## src/rtl/gpld_defs.vh

```
// Purpose: Offsets, field positions and reset values of the global protect
//          and lock decoder.
// Assumes: Included by bare name from the design files.
// Notes:   Definitions only.
`ifndef GPLD_DEFS_VH
`define GPLD_DEFS_VH

// ****************************************************************
// Register byte offsets
// ****************************************************************
`define GPLD_OFS_STATUS   8'h00
`define GPLD_OFS_SECTORS  8'h04
`define GPLD_OFS_WRSTAT   8'h08
`define GPLD_OFS_RESULT   8'h0C

// ****************************************************************
// Field positions
// ****************************************************************
`define GPLD_LOCK_BIT     7
`define GPLD_GLOB_HI      5
`define GPLD_GLOB_LO      2
`define GPLD_ABORT_BIT    8
`define GPLD_STAT_WP_BIT  4

// ****************************************************************
// Reset values and codes
// ****************************************************************
`define GPLD_LOCK_RST     1'b0
`define GPLD_FLAG_RST     1'b1
`define GPLD_GLOB_ZERO    4'h0
`define GPLD_GLOB_ONES    4'hF
`define GPLD_SUM_NONE     2'b00
`define GPLD_SUM_SOME     2'b01
`define GPLD_SUM_ALL      2'b11

`endif

```

## src/rtl/gpld_sector_flag.v

```verilog
// Purpose: One sector protection flag with global set and clear.
// Assumes: Set and clear are never both high in one cycle.
// Notes:   Comes out of reset protected.
`timescale 1ns/1ns
`default_nettype none
`include "gpld_defs.vh"

module gpld_sector_flag (
  // Clock and reset
  input  wire clk_sys_i,
  input  wire reset_i,
  // Global operations
  input  wire glob_set_i,
  input  wire glob_clr_i,
  // Flag
  output wire flag_o
);

  reg flag_ff;
  reg nxt_flag;

  always @* begin
    nxt_flag = flag_ff;
    if (glob_clr_i) begin
      nxt_flag = 1'b0;
    end else if (glob_set_i) begin
      nxt_flag = 1'b1;
    end
  end

  always @(posedge clk_sys_i) begin
    if (reset_i) begin
      flag_ff <= `GPLD_FLAG_RST;
    end else begin
      flag_ff <= nxt_flag;
    end
  end

  assign flag_o = flag_ff;

endmodule

`default_nettype wire

```

## src/rtl/gpld_top.v

```verilog
// Purpose: Decodes status byte writes into global protect and unprotect of
//          all sector flags and updates the protection lock bit.
// Assumes: AHB-Lite single word transfers; write-protect pin is async.
// Notes:   A write to the status-write register is one complete status
//          write command; bit 8 set marks it as aborted framing.
`timescale 1ns/1ns
`default_nettype none
`include "gpld_defs.vh"

module gpld_top #(
  parameter NUM_SECTORS = 4
) (
  // Clock and reset
  input  wire        clk_sys_i,
  input  wire        reset_i,
  // AHB-Lite slave
  input  wire        hsel_i,
  input  wire [31:0] haddr_i,
  input  wire [1:0]  htrans_i,
  input  wire        hwrite_i,
  input  wire [2:0]  hsize_i,
  input  wire [31:0] hwdata_i,
  input  wire        hready_i,
  output wire [31:0] hrdata_o,
  output wire        hreadyout_o,
  output wire        hresp_o,
  // Write-protect pin, active low
  input  wire        wp_n_i,
  // Protection state
  output wire [NUM_SECTORS-1:0] sector_prot_o,
  output wire        protection_lock_bit_o
);

  // ****************************************************************
  // Pin synchroniser
  // ****************************************************************
  reg wp_meta_ff;
  reg wp_sync_ff;

  always @(posedge clk_sys_i) begin
    if (reset_i) begin
      wp_meta_ff <= 1'b1;
      wp_sync_ff <= 1'b1;
    end else begin
      wp_meta_ff <= wp_n_i;
      wp_sync_ff <= wp_meta_ff;
    end
  end

  // ****************************************************************
  // AHB-Lite address and data phase
  // ****************************************************************
  reg        wr_pend_ff;
  reg  [7:0] wr_addr_ff;
  reg [31:0] rdata_ff;
  reg [31:0] nxt_rdata;

  wire       addr_ok = hsel_i & htrans_i[1] & hready_i;
  wire [7:0] addr_lo = haddr_i[7:0];

  reg                   lock_ff;
  reg  [2:0]            result_ff;
  wire [NUM_SECTORS-1:0] flags;
  reg  [1:0]            summary;

  // Protection summary shown in place of the written glob bits
  always @* begin
    if (&flags) begin
      summary = `GPLD_SUM_ALL;
    end else if (|flags) begin
      summary = `GPLD_SUM_SOME;
    end else begin
      summary = `GPLD_SUM_NONE;
    end
  end

  always @* begin
    nxt_rdata = 32'h0000_0000;
    case (addr_lo)
      `GPLD_OFS_STATUS: begin
        nxt_rdata[`GPLD_LOCK_BIT]    = lock_ff;
        nxt_rdata[`GPLD_STAT_WP_BIT] = ~wp_sync_ff;
        nxt_rdata[3:2]               = summary;
      end
      `GPLD_OFS_SECTORS: begin
        nxt_rdata[NUM_SECTORS-1:0] = flags;
      end
      `GPLD_OFS_RESULT: begin
        nxt_rdata[2:0] = result_ff;
      end
      default: begin
        nxt_rdata = 32'h0000_0000;
      end
    endcase
  end

  // Read data registered at the address phase so it stands in the data phase
  always @(posedge clk_sys_i) begin
    if (reset_i) begin
      wr_pend_ff <= 1'b0;
      wr_addr_ff <= 8'h00;
      rdata_ff   <= 32'h0000_0000;
    end else begin
      wr_pend_ff <= addr_ok & hwrite_i;
      if (addr_ok) begin
        wr_addr_ff <= addr_lo;
        rdata_ff   <= hwrite_i ? 32'h0000_0000 : nxt_rdata;
      end
    end
  end

  assign hrdata_o    = rdata_ff;
  assign hreadyout_o = 1'b1;
  assign hresp_o     = 1'b0;

  // ****************************************************************
  // Status write decode
  // ****************************************************************
  wire       cmd_write = wr_pend_ff & (wr_addr_ff == `GPLD_OFS_WRSTAT);
  wire       cmd_abort = hwdata_i[`GPLD_ABORT_BIT];
  wire       cmd_exec  = cmd_write & ~cmd_abort;
  wire [3:0] glob_bits = hwdata_i[`GPLD_GLOB_HI:`GPLD_GLOB_LO];
  wire       new_lock  = hwdata_i[`GPLD_LOCK_BIT];
  // Low pin with lock set is the hard lock: neither the lock nor the flags may change
  wire       hard_lock = lock_ff & ~wp_sync_ff;
  wire       may_glob  = cmd_exec & ~lock_ff;
  wire       glob_clr  = may_glob & (glob_bits == `GPLD_GLOB_ZERO);
  wire       glob_set  = may_glob & (glob_bits == `GPLD_GLOB_ONES);
  // Other patterns drive neither strobe and flags hold
  wire       lock_wr   = cmd_exec & ~hard_lock;

  always @(posedge clk_sys_i) begin
    if (reset_i) begin
      lock_ff   <= `GPLD_LOCK_RST;
      result_ff <= 3'b000;
    end else begin
      if (lock_wr) begin
        lock_ff <= new_lock;
      end
      if (cmd_write) begin
        // Last outcome: [0] unprotect, [1] protect, [2] aborted
        result_ff <= {cmd_abort, glob_set, glob_clr};
      end
    end
  end

  // ****************************************************************
  // Sector flags
  // ****************************************************************
  genvar gi;
  generate
    for (gi = 0; gi < NUM_SECTORS; gi = gi + 1) begin : g_sec
      gpld_sector_flag u_flag (
        .clk_sys_i  (clk_sys_i),
        .reset_i    (reset_i),
        .glob_set_i (glob_set),
        .glob_clr_i (glob_clr),
        .flag_o     (flags[gi])
      );
    end
  endgenerate

  assign sector_prot_o         = flags;
  assign protection_lock_bit_o = lock_ff;

endmodule

`default_nettype wire

```

## config.mk

```make
export PLATFORM = sky130hd
export DESIGN_NAME = gpld_top
export DESIGN_NICKNAME = d
export VERILOG_FILES = /design/src/rtl/gpld_sector_flag.v /design/src/rtl/gpld_top.v
export VERILOG_INCLUDE_DIRS = /design/src /design/src/rtl
export SDC_FILE = /design/constraint.sdc
export NUM_CORES = 1
export LEC_CHECK = 0
export BUFFER_PORTS_ARGS = -buffer_cell sky130_fd_sc_hd__buf_2
export CORE_AREA = 5 5 74 76
export DETAILED_ROUTE_END_ITERATION = 7
export DIE_AREA = 0 0 79 81
export GPL_TIMING_DRIVEN = 1
export PLACE_DENSITY = 0.64
export SETUP_SLACK_MARGIN = 0.02
export SYNTH_ARGS = -nofsm -noshare
export SYNTH_HDL_FRONTEND = slang
export SYNTH_SLANG_ARGS = --single-unit
```

## constraint.sdc

```tcl
create_clock -name clk_sys_i -period 1.5 [get_ports clk_sys_i]
set_clock_uncertainty 0.1 [all_clocks]
set_input_delay 0.3 -clock clk_sys_i [delete_from_list [all_inputs] [get_ports clk_sys_i]]
set_output_delay 0.3 -clock clk_sys_i [all_outputs]
set_load 0.02 [all_outputs]
```

==> key figures, run 1 <==
Worst setup path
  – Flop2flop setup slack: -0.05 ns
  – Slowest cell on crit path: or4_4
  – Worst path arrival time: 1.65 ns
  – Max incr delay on CP: 0.46 ns
  – Worst-path fanout max: 6
  – CP startpoint: wr_addr_ff[4]$_SDFFE_PP0P_
  – RR Startpoint: wr_addr_ff[4]$_SDFFE_PP0P_
  – Crit-path cells: nor4b_4 > nand4b_4 > or4_4 > a21oi_2
  – Critical path type: flop to flop
  – Setup crit start kind: flop
  – Worst R2R Path Depth: 4
  – FF-to-FF End: g_sec[3].u_flag.flag_o$_SDFFE_PP1P_
  – Critical Path RT: 1.60 ns
  – CP Capture Type: flop

Logic synthesis
  – Synth cell types: 27
  – Post-Synthesis Cells: 139
  – Cell area after synthesis: 1146 um^2
  – Most frequent cell after synthesis: buf_4
  – Post-synth EDFFs: 0
  – Number of synthesis warnings: 0
  – Async SR Flop Fraction: 0%
  – Seq/Total Area, Yosys: 38.43%
  – Synth top cells by count: buf_4, dfxtp_1, nand2_1
  – Post-synth top area share: 38.43%
  – Area contributors post-synth: dfxtp_1, buf_4, nand2_1, a21oi_1, nor2_1
  – Cell taking the most area after synthesis: dfxtp_1
  – Ys flop type: dfxtp_1
  – Mean Syn Cell Area: 8.245 um^2
  – Synthesized flop and latch total: 22

Detailed routing
  – Via density: 4.018
  – Initial DRC count: 38
  – Total number of vias: 900
  – ANT nets after route: 0
  – Post-Route WL: 2.436 mm
  – DRC errors left: 0
  – Routed WL per cell: 10.88 um
  – Drt first pass iters: 4

Worst hold path
  – Hold Path Class: input port to flop
  – Hold wc startpoint: wp_n_i
  – WHS Endpoint: wp_meta_ff$_SDFF_PP1_
  – Hold depth: 2

Placed design
  – Placed Area: 1244 um^2
  – DP HPWL: 1.950 mm
  – Post-Place Cells: 218
  – Final Wtd Congestion: 0.7096
  – Pre-CTS setup slack: -0.1269 ns
  – Port Buffers: 31

Timing
  – Fmax: 644.8 MHz
  – Period utilization: 103.4%
  – Setup violations, final: 2
  – Final worst setup slack: -0.05079 ns
  – RSZ-0062 raised after global routing: yes
  – Max-slew violations: 0
  – Final Hold Viols: 0
  – Post-layout min period: 1.551 ns

Layout
  – Layout area overhead: 16.48%
  – Final Cell Area: 1335 um^2
  – NumNets Final: 246
  – Fill cells: 519
  – Finished Layout Cells: 224
  – Share of cells above drive strength 1: 31.76%
  – Final Util: 28.64%
  – Diodes inserted: 0

Global routing
  – Gr usage total: 7.651%
  – Grt ovf: 0
  – First-pass GRT wire length: 3.877 mm
  – Initial antenna violation count: 0
  – Largest net degree at the start of global routing: 15
  – Via count of the first global-routing pass: 857

Power
  – Final Power: 0.001172 W
  – Leak: 0.6200 nW
  – Worst IR drop on VDD: 0.2879 mV
  – Pwr/cell area: 878.2 nW/um^2

Floorplanning
  – Die span in y: 81 um
  – Full die area: 6399 um^2
  – Core Area: 4661 um^2
  – I/O pins: 114
  – # rows: 25
  – Die width: 79 um
  – Initial Util: 24.59%

CTS
  – Clock Tree Buf Depth: 2
  – Clock Latency Late Sink: 0.26 ns
  – Clk sinks: 22
  – CTS H-Tree Depth: 1
  – CTS buffer count: 3
  – Clk root buf: clkbuf_8
  – Clock-pin slew of the registers on the worst-case setup and hold paths: 0.08 ns
  – TritonCTS clock tree: yes

Run
  – Max Cap Viol: 0

Run status
  – Failing checks: negative setup slack
  – Outcome: complete, but fails checks
[kinds of logic (layout without fill, tap and decap cells)]
kind of cell,count (synthesis),after routing,share of synthesized area [%]
AOI/OAI and AO/OA,20,20,10.70
buffers and inverters,42,47,24.34
DFF,22,22,38.43
muxes,1,1,0.8734
other,2,28,0.6553
and+or+nand+nor,52,52,25.00
[report_power, final]
group	total, W	internal, W	leakage (nW)	switching [W]
Sequential	0.000600	0.000594	0.179	0.00000631
Clock	0.000422	0.000234	0.0288	0.000188
Combinational	0.000151	0.0000391	0.412	0.000112
[placed cells by master (no fill, tap or decap), drive strengths merged]
master and count:
buf 38, conb 28, nand2 22, dfxtp 22
a21oi 12, nor2 9, inv 5, nand3 4
clkbuf 4, and3 3, a22oi 3, nor3 3
nor4 2, a32oi 2, or2 2, nand3b 2
nor4b 1, nand4b 1, o311ai 1, o41ai 1
mux2i 1, nand4 1, or4 1, or3 1
o21ai 1
[worst max path at each step]
| stage | endpoint | slack [ns] | cells after the start |
|---|---|---|---|
| final | g_sec[3].u_flag.flag_o$_SDFFE_PP1P_ | -0.05 | 4 |
| after global routing | result_ff[1]$_SDFFE_PP0P_ | -0.10 | 4 |
| after CTS | result_ff[1]$_SDFFE_PP0P_ | -0.06 | 4 |
| after detailed placement | result_ff[1]$_SDFFE_PP0P_ | -0.13 | 4 |
| after global placement | g_sec[3].u_flag.flag_o$_SDFFE_PP1P_ | -0.11 | 4 |
| after floorplan | result_ff[1]$_SDFFE_PP0P_ | -0.07 | 4 |
[routing by layer]
| metal | part of all wire [%] | GRT usage (%) |
|---|---|---|
| met1 | 43 | 8.763 |
| met2 | 45 | 12.12 |
| met3 | 12 | 4.878 |
| met4 | 0.33 | 1.546 |
| met5 | 0 | 0 |
[state kept, by name, indices dropped and copies added, names as in the netlist]
name	cells
g_sec.u_flag.flag_o	1
wr_pend_ff	1
wr_addr_ff	8
wp_sync_ff	1
wp_meta_ff	1
protection_lock_bit_o	1
result_ff	3
hrdata_o	6
[critical path: cells and delay by family, from the launching register on]
kind            cells  cell delay (ns)
compound gates      1             0.12
flops               1             0.34
simple gates        3             0.93
[stage by stage]
step,setup TNS (ns),hold WS (ns)
2_1_floorplan,-0.1437,0.2895
3_3_place_gp,-0.2254,0.2912
3_5_place_dp,-0.2523,0.2987
4_1_cts,-0.1454,0.1083
5_1_grt,-0.3508,0.1106
6_report,-0.1013,0.1149
[area by class of cell]
cell class                 count  area [um^2]  area share (%)
clock buffer                   4        55.05           4.124
multi-input combinational    101        543.0           40.67
sequential                    22        442.9           33.18
inverter                       5        18.77           1.406
tap                           54        67.56           5.061
timing repair buffer          38        207.7           15.56
[timing repair]
| item | in CTS | in global routing |
|---|---|---|
| pin swaps | 4 | 2 |
| endpoints found under the setup margin | 4 | 5 |
| hold buffers | 0 | 0 |
| buffers inserted | 2 | 0 |
| gates resized for setup | 1 | 6 |
Note: power is estimated with default switching activity, not from simulation.
==> run 2, diff against run 1 <==
--- a/config.mk
+++ b/config.mk
@@ -6,12 +6,13 @@
 export SDC_FILE = /design/constraint.sdc
 export NUM_CORES = 1
 export LEC_CHECK = 0
+export ABC_AREA = 1
 export BUFFER_PORTS_ARGS = -buffer_cell sky130_fd_sc_hd__buf_2
-export CORE_AREA = 5 5 74 76
+export CORE_AREA = 5 5 77 79
 export DETAILED_ROUTE_END_ITERATION = 7
-export DIE_AREA = 0 0 79 81
+export DIE_AREA = 0 0 82 84
 export GPL_TIMING_DRIVEN = 1
-export PLACE_DENSITY = 0.64
+export PLACE_DENSITY = 0.62
 export SETUP_SLACK_MARGIN = 0.02
 export SYNTH_ARGS = -nofsm -noshare
 export SYNTH_HDL_FRONTEND = slang
==> run 2 against run 1 <==
Net effect:
- the flow now finishes without violations
- utilization shrank 1.8 points
- area after synthesis grew 8.7%
- flip-flop and latch count is the same
- non-clock buffer count shrank 5
- design area grew 6.1%
- clock-buffer cell count shrank 1
- via count grew 9.6%
- largest cell class unchanged
- highest routed layer unchanged
==> key figures, run 2 <==
Worst setup path
  – Critical Path RT: 1.10 ns
  – Crit path max-delay family: flip-flops
  – Worst path arrival time: 0.90 ns
  – Max incr delay on CP: 0.43 ns
  – FF-to-FF End: g_sec[3].u_flag.flag_o$_SDFFE_PP1P_
  – Worst R2R Path Depth: 6
  – Crit-path cells: buf_2
  – Setup crit start kind: flop
  – Flop2flop setup slack: 0.29 ns
  – Worst-path fanout max: 7
  – WP buf/inv: 1
  – Slowest cell on crit path: dfxtp_1
  – Critical path type: flop to primary output
  – RR Startpoint: wr_addr_ff[4]$_SDFFE_PP0P_
  – CP Capture Type: primary output

Global routing
  – Gr usage total: 7.873%
  – Grt ovf: 0
  – First-pass GRT wire length: 4.160 mm
  – Largest net degree at the start of global routing: 19
  – Via count of the first global-routing pass: 951
  – Initial antenna violation count: 0

Detailed routing
  – Routed WL per cell: 9.487 um
  – Post-Route WL: 2.552 mm
  – Initial DRC count: 49
  – Total number of vias: 986
  – ANT nets after route: 0
  – DRC errors left: 0
  – Drt first pass iters: 4
  – Via density: 3.665

CTS
  – Clk root buf: clkbuf_8
  – Clk sinks: 22
  – CTS buffer count: 3
  – Post-CTS Setup Inserts: 0
  – CTS Hold Bufs: 0
  – Post-cts gate resize count: 0
  – Clock Tree Buf Depth: 2
  – Clock Latency Late Sink: 0.27 ns
  – TritonCTS clock tree: yes
  – Clock-pin slew of the registers on the worst-case setup and hold paths: 0.08 ns
  – CTS H-Tree Depth: 1

Placed design
  – Post-Place Cells: 265
  – Final Wtd Congestion: 0.7465
  – Port Buffers: 31
  – DP HPWL: 2.114 mm

Run status
  – Outcome: completed

Worst hold path
  – Hold Path Class: input port to flop
  – Hold depth: 2
  – Hold wc startpoint: wp_n_i
  – WHS Endpoint: wp_meta_ff$_SDFF_PP1_

Power
  – Worst IR drop on VDD: 0.4150 mV
  – Pwr/cell area: 936.3 nW/um^2
  – Leak: 0.6658 nW
  – Final Power: 0.001326 W

Logic synthesis
  – Post-Synthesis Cells: 170
  – Ys flop type: dfxtp_1
  – Most frequent cell after synthesis: buf_4
  – Async SR Flop Fraction: 0%
  – Cell area after synthesis: 1246 um^2
  – Synth top cells by count: buf_4, inv_1, nand2_1
  – Seq/Total Area, Yosys: 35.34%
  – Synthesized flop and latch total: 22
  – Synth cell types: 21
  – Area contributors post-synth: dfxtp_1, buf_4, inv_1, nand2_1, a21oi_1
  – Post-synth EDFFs: 0
  – Post-synth top area share: 35.34%
  – Mean Syn Cell Area: 7.331 um^2
  – Number of synthesis warnings: 0
  – Cell taking the most area after synthesis: dfxtp_1

Floorplanning
  – Full die area: 6888 um^2
  – # rows: 27
  – Die span in y: 84 um
  – Initial Util: 23.65%
  – I/O pins: 114
  – Core Area: 5270 um^2
  – Die width: 82 um

Timing
  – Setup TNS: 0 ns
  – RSZ-0062 raised after global routing: no
  – Setup violations, final: 0
  – Worst Hold Slack: 0.1068 ns
  – Max-slew violations: 0
  – Fmax: 771.2 MHz
  – Post-layout min period: 1.297 ns
  – Final Hold Viols: 0
  – Period utilization: 86.45%

Layout
  – Max reg flops: 8
  – Biggest register: wr_addr_ff
  – Most common cell after layout, fill and taps aside: buf_2
  – Layout area overhead: 13.65%
  – NumNets Final: 273
  – Fill cells: 596
  – Finished Layout Cells: 269
  – Most frequent cells in the layout: buf_2, conb_1, inv_1, nand2_1, dfxtp_1
  – Diodes inserted: 0
  – Share of cells above drive strength 1: 26.90%

Run
  – Max Cap Viol: 0
-- run 2: changes by cell type after synthesis, sizes merged, moves of 3 or more --
cell,previous run,this run
o21ai,1,9
and3,3,0
nand4,1,5
a21oi,12,16
inv,5,24
clkbuf,4,1
nand2,22,25
nor2,9,14
nand3,4,10
a22oi,3,0
-- run 2: where the power goes --
| group | internal (W) | switching (W) | total [W] |
|---|---|---|---|
| sequential | 0.000598 | 0.00000703 | 0.000605 |
| clock | 0.000357 | 0.000196 | 0.000553 |
| combinational | 0.0000433 | 0.000125 | 0.000168 |
| total | 0.000998 | 0.000328 | 0.00133 |
-- run 2: logic make-up after synthesis --
logic type	after synthesis	synth area share (%)
and+or+nand+nor	61	25.10
AOI/OAI and AO/OA	25	10.94
DFF	22	35.34
other	2	0.6026
buffers and inverters	60	28.01
-- run 2: cell type report --
| cell class | instances | area, um^2 | area share, % |
|---|---|---|---|
| multi-input cells | 114 | 554.3 | 39.13 |
| flip-flops and latches | 22 | 440.4 | 31.10 |
| repair buffers | 33 | 170.2 | 12.01 |
| inverters | 24 | 90.09 | 6.360 |
| well taps | 72 | 90.09 | 6.360 |
| clock buffers | 3 | 41.29 | 2.915 |
| clock inverters | 1 | 30.03 | 2.120 |
-- run 2: worst max-delay path by stage --
stage	from	to	cells past startpoint
detailed placement	hready_i	hrdata_o[2]$_SDFFE_PP0P_	7
CTS	g_sec[3].u_flag.flag_o$_SDFFE_PP1P_	sector_prot_o[1]	1
global placement	hready_i	hrdata_o[2]$_SDFFE_PP0P_	7
finish	g_sec[3].u_flag.flag_o$_SDFFE_PP1P_	sector_prot_o[1]	1
floorplan	wr_addr_ff[3]$_SDFFE_PP0P_	g_sec[3].u_flag.flag_o$_SDFFE_PP1P_	7
global route	wr_addr_ff[4]$_SDFFE_PP0P_	g_sec[3].u_flag.flag_o$_SDFFE_PP1P_	6
-- run 2: routing by layer --
metal  share of wire (%)  vias up  track usage (%)
li1                    -      524                -
met1                  39      424            8.568
met2                  52       32            13.67
met3                 6.7        6            1.944
met4                 2.2        0            4.079
met5                   0        -                0
-- run 2: metrics by stage --
stage | utilization [%] | setup WS [ns] | cell area, um^2
3_5_place_dp | 25.52 | 0.2282 | 1345
3_3_place_gp | 25.52 | 0.2480 | 1345
4_1_cts | 26.88 | 0.1841 | 1416
2_1_floorplan | - | 0.4426 | 1344
6_report | 26.88 | 0.2033 | 1416
5_1_grt | 26.88 | 0.1210 | 1416
==> run 3, diff against run 2 <==
--- a/config.mk
+++ b/config.mk
@@ -8,12 +8,13 @@
 export LEC_CHECK = 0
 export ABC_AREA = 1
 export BUFFER_PORTS_ARGS = -buffer_cell sky130_fd_sc_hd__buf_2
-export CORE_AREA = 5 5 77 79
+export CORE_AREA = 5 5 68 70
 export DETAILED_ROUTE_END_ITERATION = 7
-export DIE_AREA = 0 0 82 84
+export DIE_AREA = 0 0 73 75
 export GPL_TIMING_DRIVEN = 1
-export PLACE_DENSITY = 0.62
+export PLACE_DENSITY = 0.76
 export SETUP_SLACK_MARGIN = 0.02
 export SYNTH_ARGS = -nofsm -noshare
 export SYNTH_HDL_FRONTEND = slang
 export SYNTH_SLANG_ARGS = --single-unit
+export TNS_END_PERCENT = 50
==> run 3 against run 2 <==
Net effect:
- design area fell by 2.5%
- final cell count down 8.6%
- via count up 1.1%
==> key figures, run 3 (synthesized netlist as in run 2, its figures left out) <==
Worst setup path
  – RR Startpoint: wr_addr_ff[0]$_SDFFE_PP0P_
  – WP buf/inv: 1
  – Max incr delay on CP: 0.43 ns
  – CP Capture Type: primary output
  – Slowest cell on crit path: dfxtp_1
  – Worst R2R Path Depth: 6
  – Setup crit start kind: flop
  – Critical Path RT: 1.10 ns
  – Crit-path cells: buf_2
  – CP startpoint: g_sec[3].u_flag.flag_o$_SDFFE_PP1P_
  – Flop2flop setup slack: 0.27 ns
  – Worst path arrival time: 0.91 ns
  – Worst-path fanout max: 7
  – Worst path depth: 1
  – FF-to-FF End: g_sec[3].u_flag.flag_o$_SDFFE_PP1P_
  – Crit path to: sector_prot_o[0]
  – Crit path max-delay family: flip-flops
  – Critical path type: flop to primary output

Floorplanning
  – # rows: 23
  – Core Area: 3914 um^2
  – Die span in y: 75 um
  – I/O pins: 114
  – Initial Util: 31.84%
  – Full die area: 5475 um^2
  – Die width: 73 um

Run
  – Max Cap Viol: 0

Detailed routing
  – DRC errors left: 0
  – Routed WL per cell: 10.29 um
  – Via density: 4.053
  – ANT nets after route: 0
  – Drt first pass iters: 4
  – Total number of vias: 997
  – Post-Route WL: 2.531 mm
  – Initial DRC count: 20

Layout
  – Most common cell after layout, fill and taps aside: buf_2
  – Fill cells: 446
  – Layout area overhead: 10.84%
  – Final Cell Area: 1381 um^2
  – Share of cells above drive strength 1: 26.53%
  – Biggest register: wr_addr_ff
  – Most frequent cells in the layout: buf_2, conb_1, inv_1, nand2_1, dfxtp_1
  – Diodes inserted: 0
  – NumNets Final: 272
  – Max reg flops: 8

Timing
  – RSZ-0062 raised after global routing: no
  – Setup violations, final: 0
  – Period utilization: 87.18%
  – Max-slew violations: 0
  – Final Hold Viols: 0
  – Post-layout min period: 1.308 ns
  – Setup TNS: 0 ns
  – Fmax: 764.7 MHz
  – Final worst setup slack: 0.1923 ns

Worst hold path
  – Hold Path Class: input port to flop

CTS
  – Clock Latency Late Sink: 0.26 ns
  – CTS buffer count: 3
  – Clock Tree Buf Depth: 2
  – CTS Hold Bufs: 0
  – TritonCTS clock tree: yes
  – Clock-pin slew of the registers on the worst-case setup and hold paths: 0.08 ns
  – Clk root buf: clkbuf_8
  – Post-cts gate resize count: 0
  – Post-CTS Setup Inserts: 0
  – CTS H-Tree Depth: 1
  – Clk sinks: 22

Placed design
  – DP HPWL: 2.093 mm
  – Placed Area: 1310 um^2
  – Port Buffers: 31
  – Pre-CTS setup slack: 0.2399 ns
  – Final Wtd Congestion: 0.8119

Global routing
  – Initial antenna violation count: 0
  – Grt ovf: 0
  – First-pass GRT wire length: 3.988 mm
  – Via count of the first global-routing pass: 950
  – Gr usage total: 9.598%
  – Largest net degree at the start of global routing: 19

Power
  – Pwr/cell area: 959.5 nW/um^2
  – Leak: 0.6610 nW
  – Worst IR drop on VDD: 0.4714 mV

Run status
  – Outcome: completed
run 3: layout make-up:
cell class / instances / area (um^2) / area share (%)
Timing Repair Buffer: 32 / 162.7 / 11.78
Clock buffer: 3 / 41.29 / 2.989
Sequential cell: 22 / 440.4 / 31.88
Clock inverter: 1 / 30.03 / 2.174
Tap cell: 50 / 62.56 / 4.529
Inverter: 24 / 90.09 / 6.522
Multi-Input combinational cell: 114 / 554.3 / 40.13
run 3: routing by layer:
layer / up-vias / track usage (%) / share of wire [%]
li1: 523 / - / -
met2: 32 / 17.97 / 53
met1: 437 / 9.903 / 39
met4: 0 / 5.328 / 1.8
met5: - / 0 / 0
met3: 5 / 2.003 / 6.3
run 3: worst min-delay path by stage:
stage                          startpoint                     to  slack, ns  cells after the start
floorplan           wp_meta_ff$_SDFF_PP1_  wp_sync_ff$_SDFF_PP1_       0.29                      1
global placement    wp_meta_ff$_SDFF_PP1_  wp_sync_ff$_SDFF_PP1_       0.29                      1
detailed placement  wp_meta_ff$_SDFF_PP1_  wp_sync_ff$_SDFF_PP1_       0.30                      1
CTS                                wp_n_i  wp_meta_ff$_SDFF_PP1_       0.10                      2
global route                       wp_n_i  wp_meta_ff$_SDFF_PP1_       0.11                      2
finish                             wp_n_i  wp_meta_ff$_SDFF_PP1_       0.11                      2
run 3: metrics by stage:
stage	utilization (%)	total power, W	cells	hold WS, ns
floorplan	-	0.0007940	196	0.2895
global placement	33.47	0.0007799	242	0.2918
detailed placement	33.47	0.0007833	242	0.2958
CTS	35.29	0.001342	246	0.1026
global route	35.29	0.001389	246	0.1086
finish	35.29	0.001325	246	0.1093
run 3: where the power goes:
part	switching [W]	internal, W	leakage (nW)
Sequential	0.00000699	0.000598	0.179
Combinational	0.000125	0.0000416	0.447
Clock	0.000197	0.000357	0.0357
Total	0.000329	0.000996	0.661
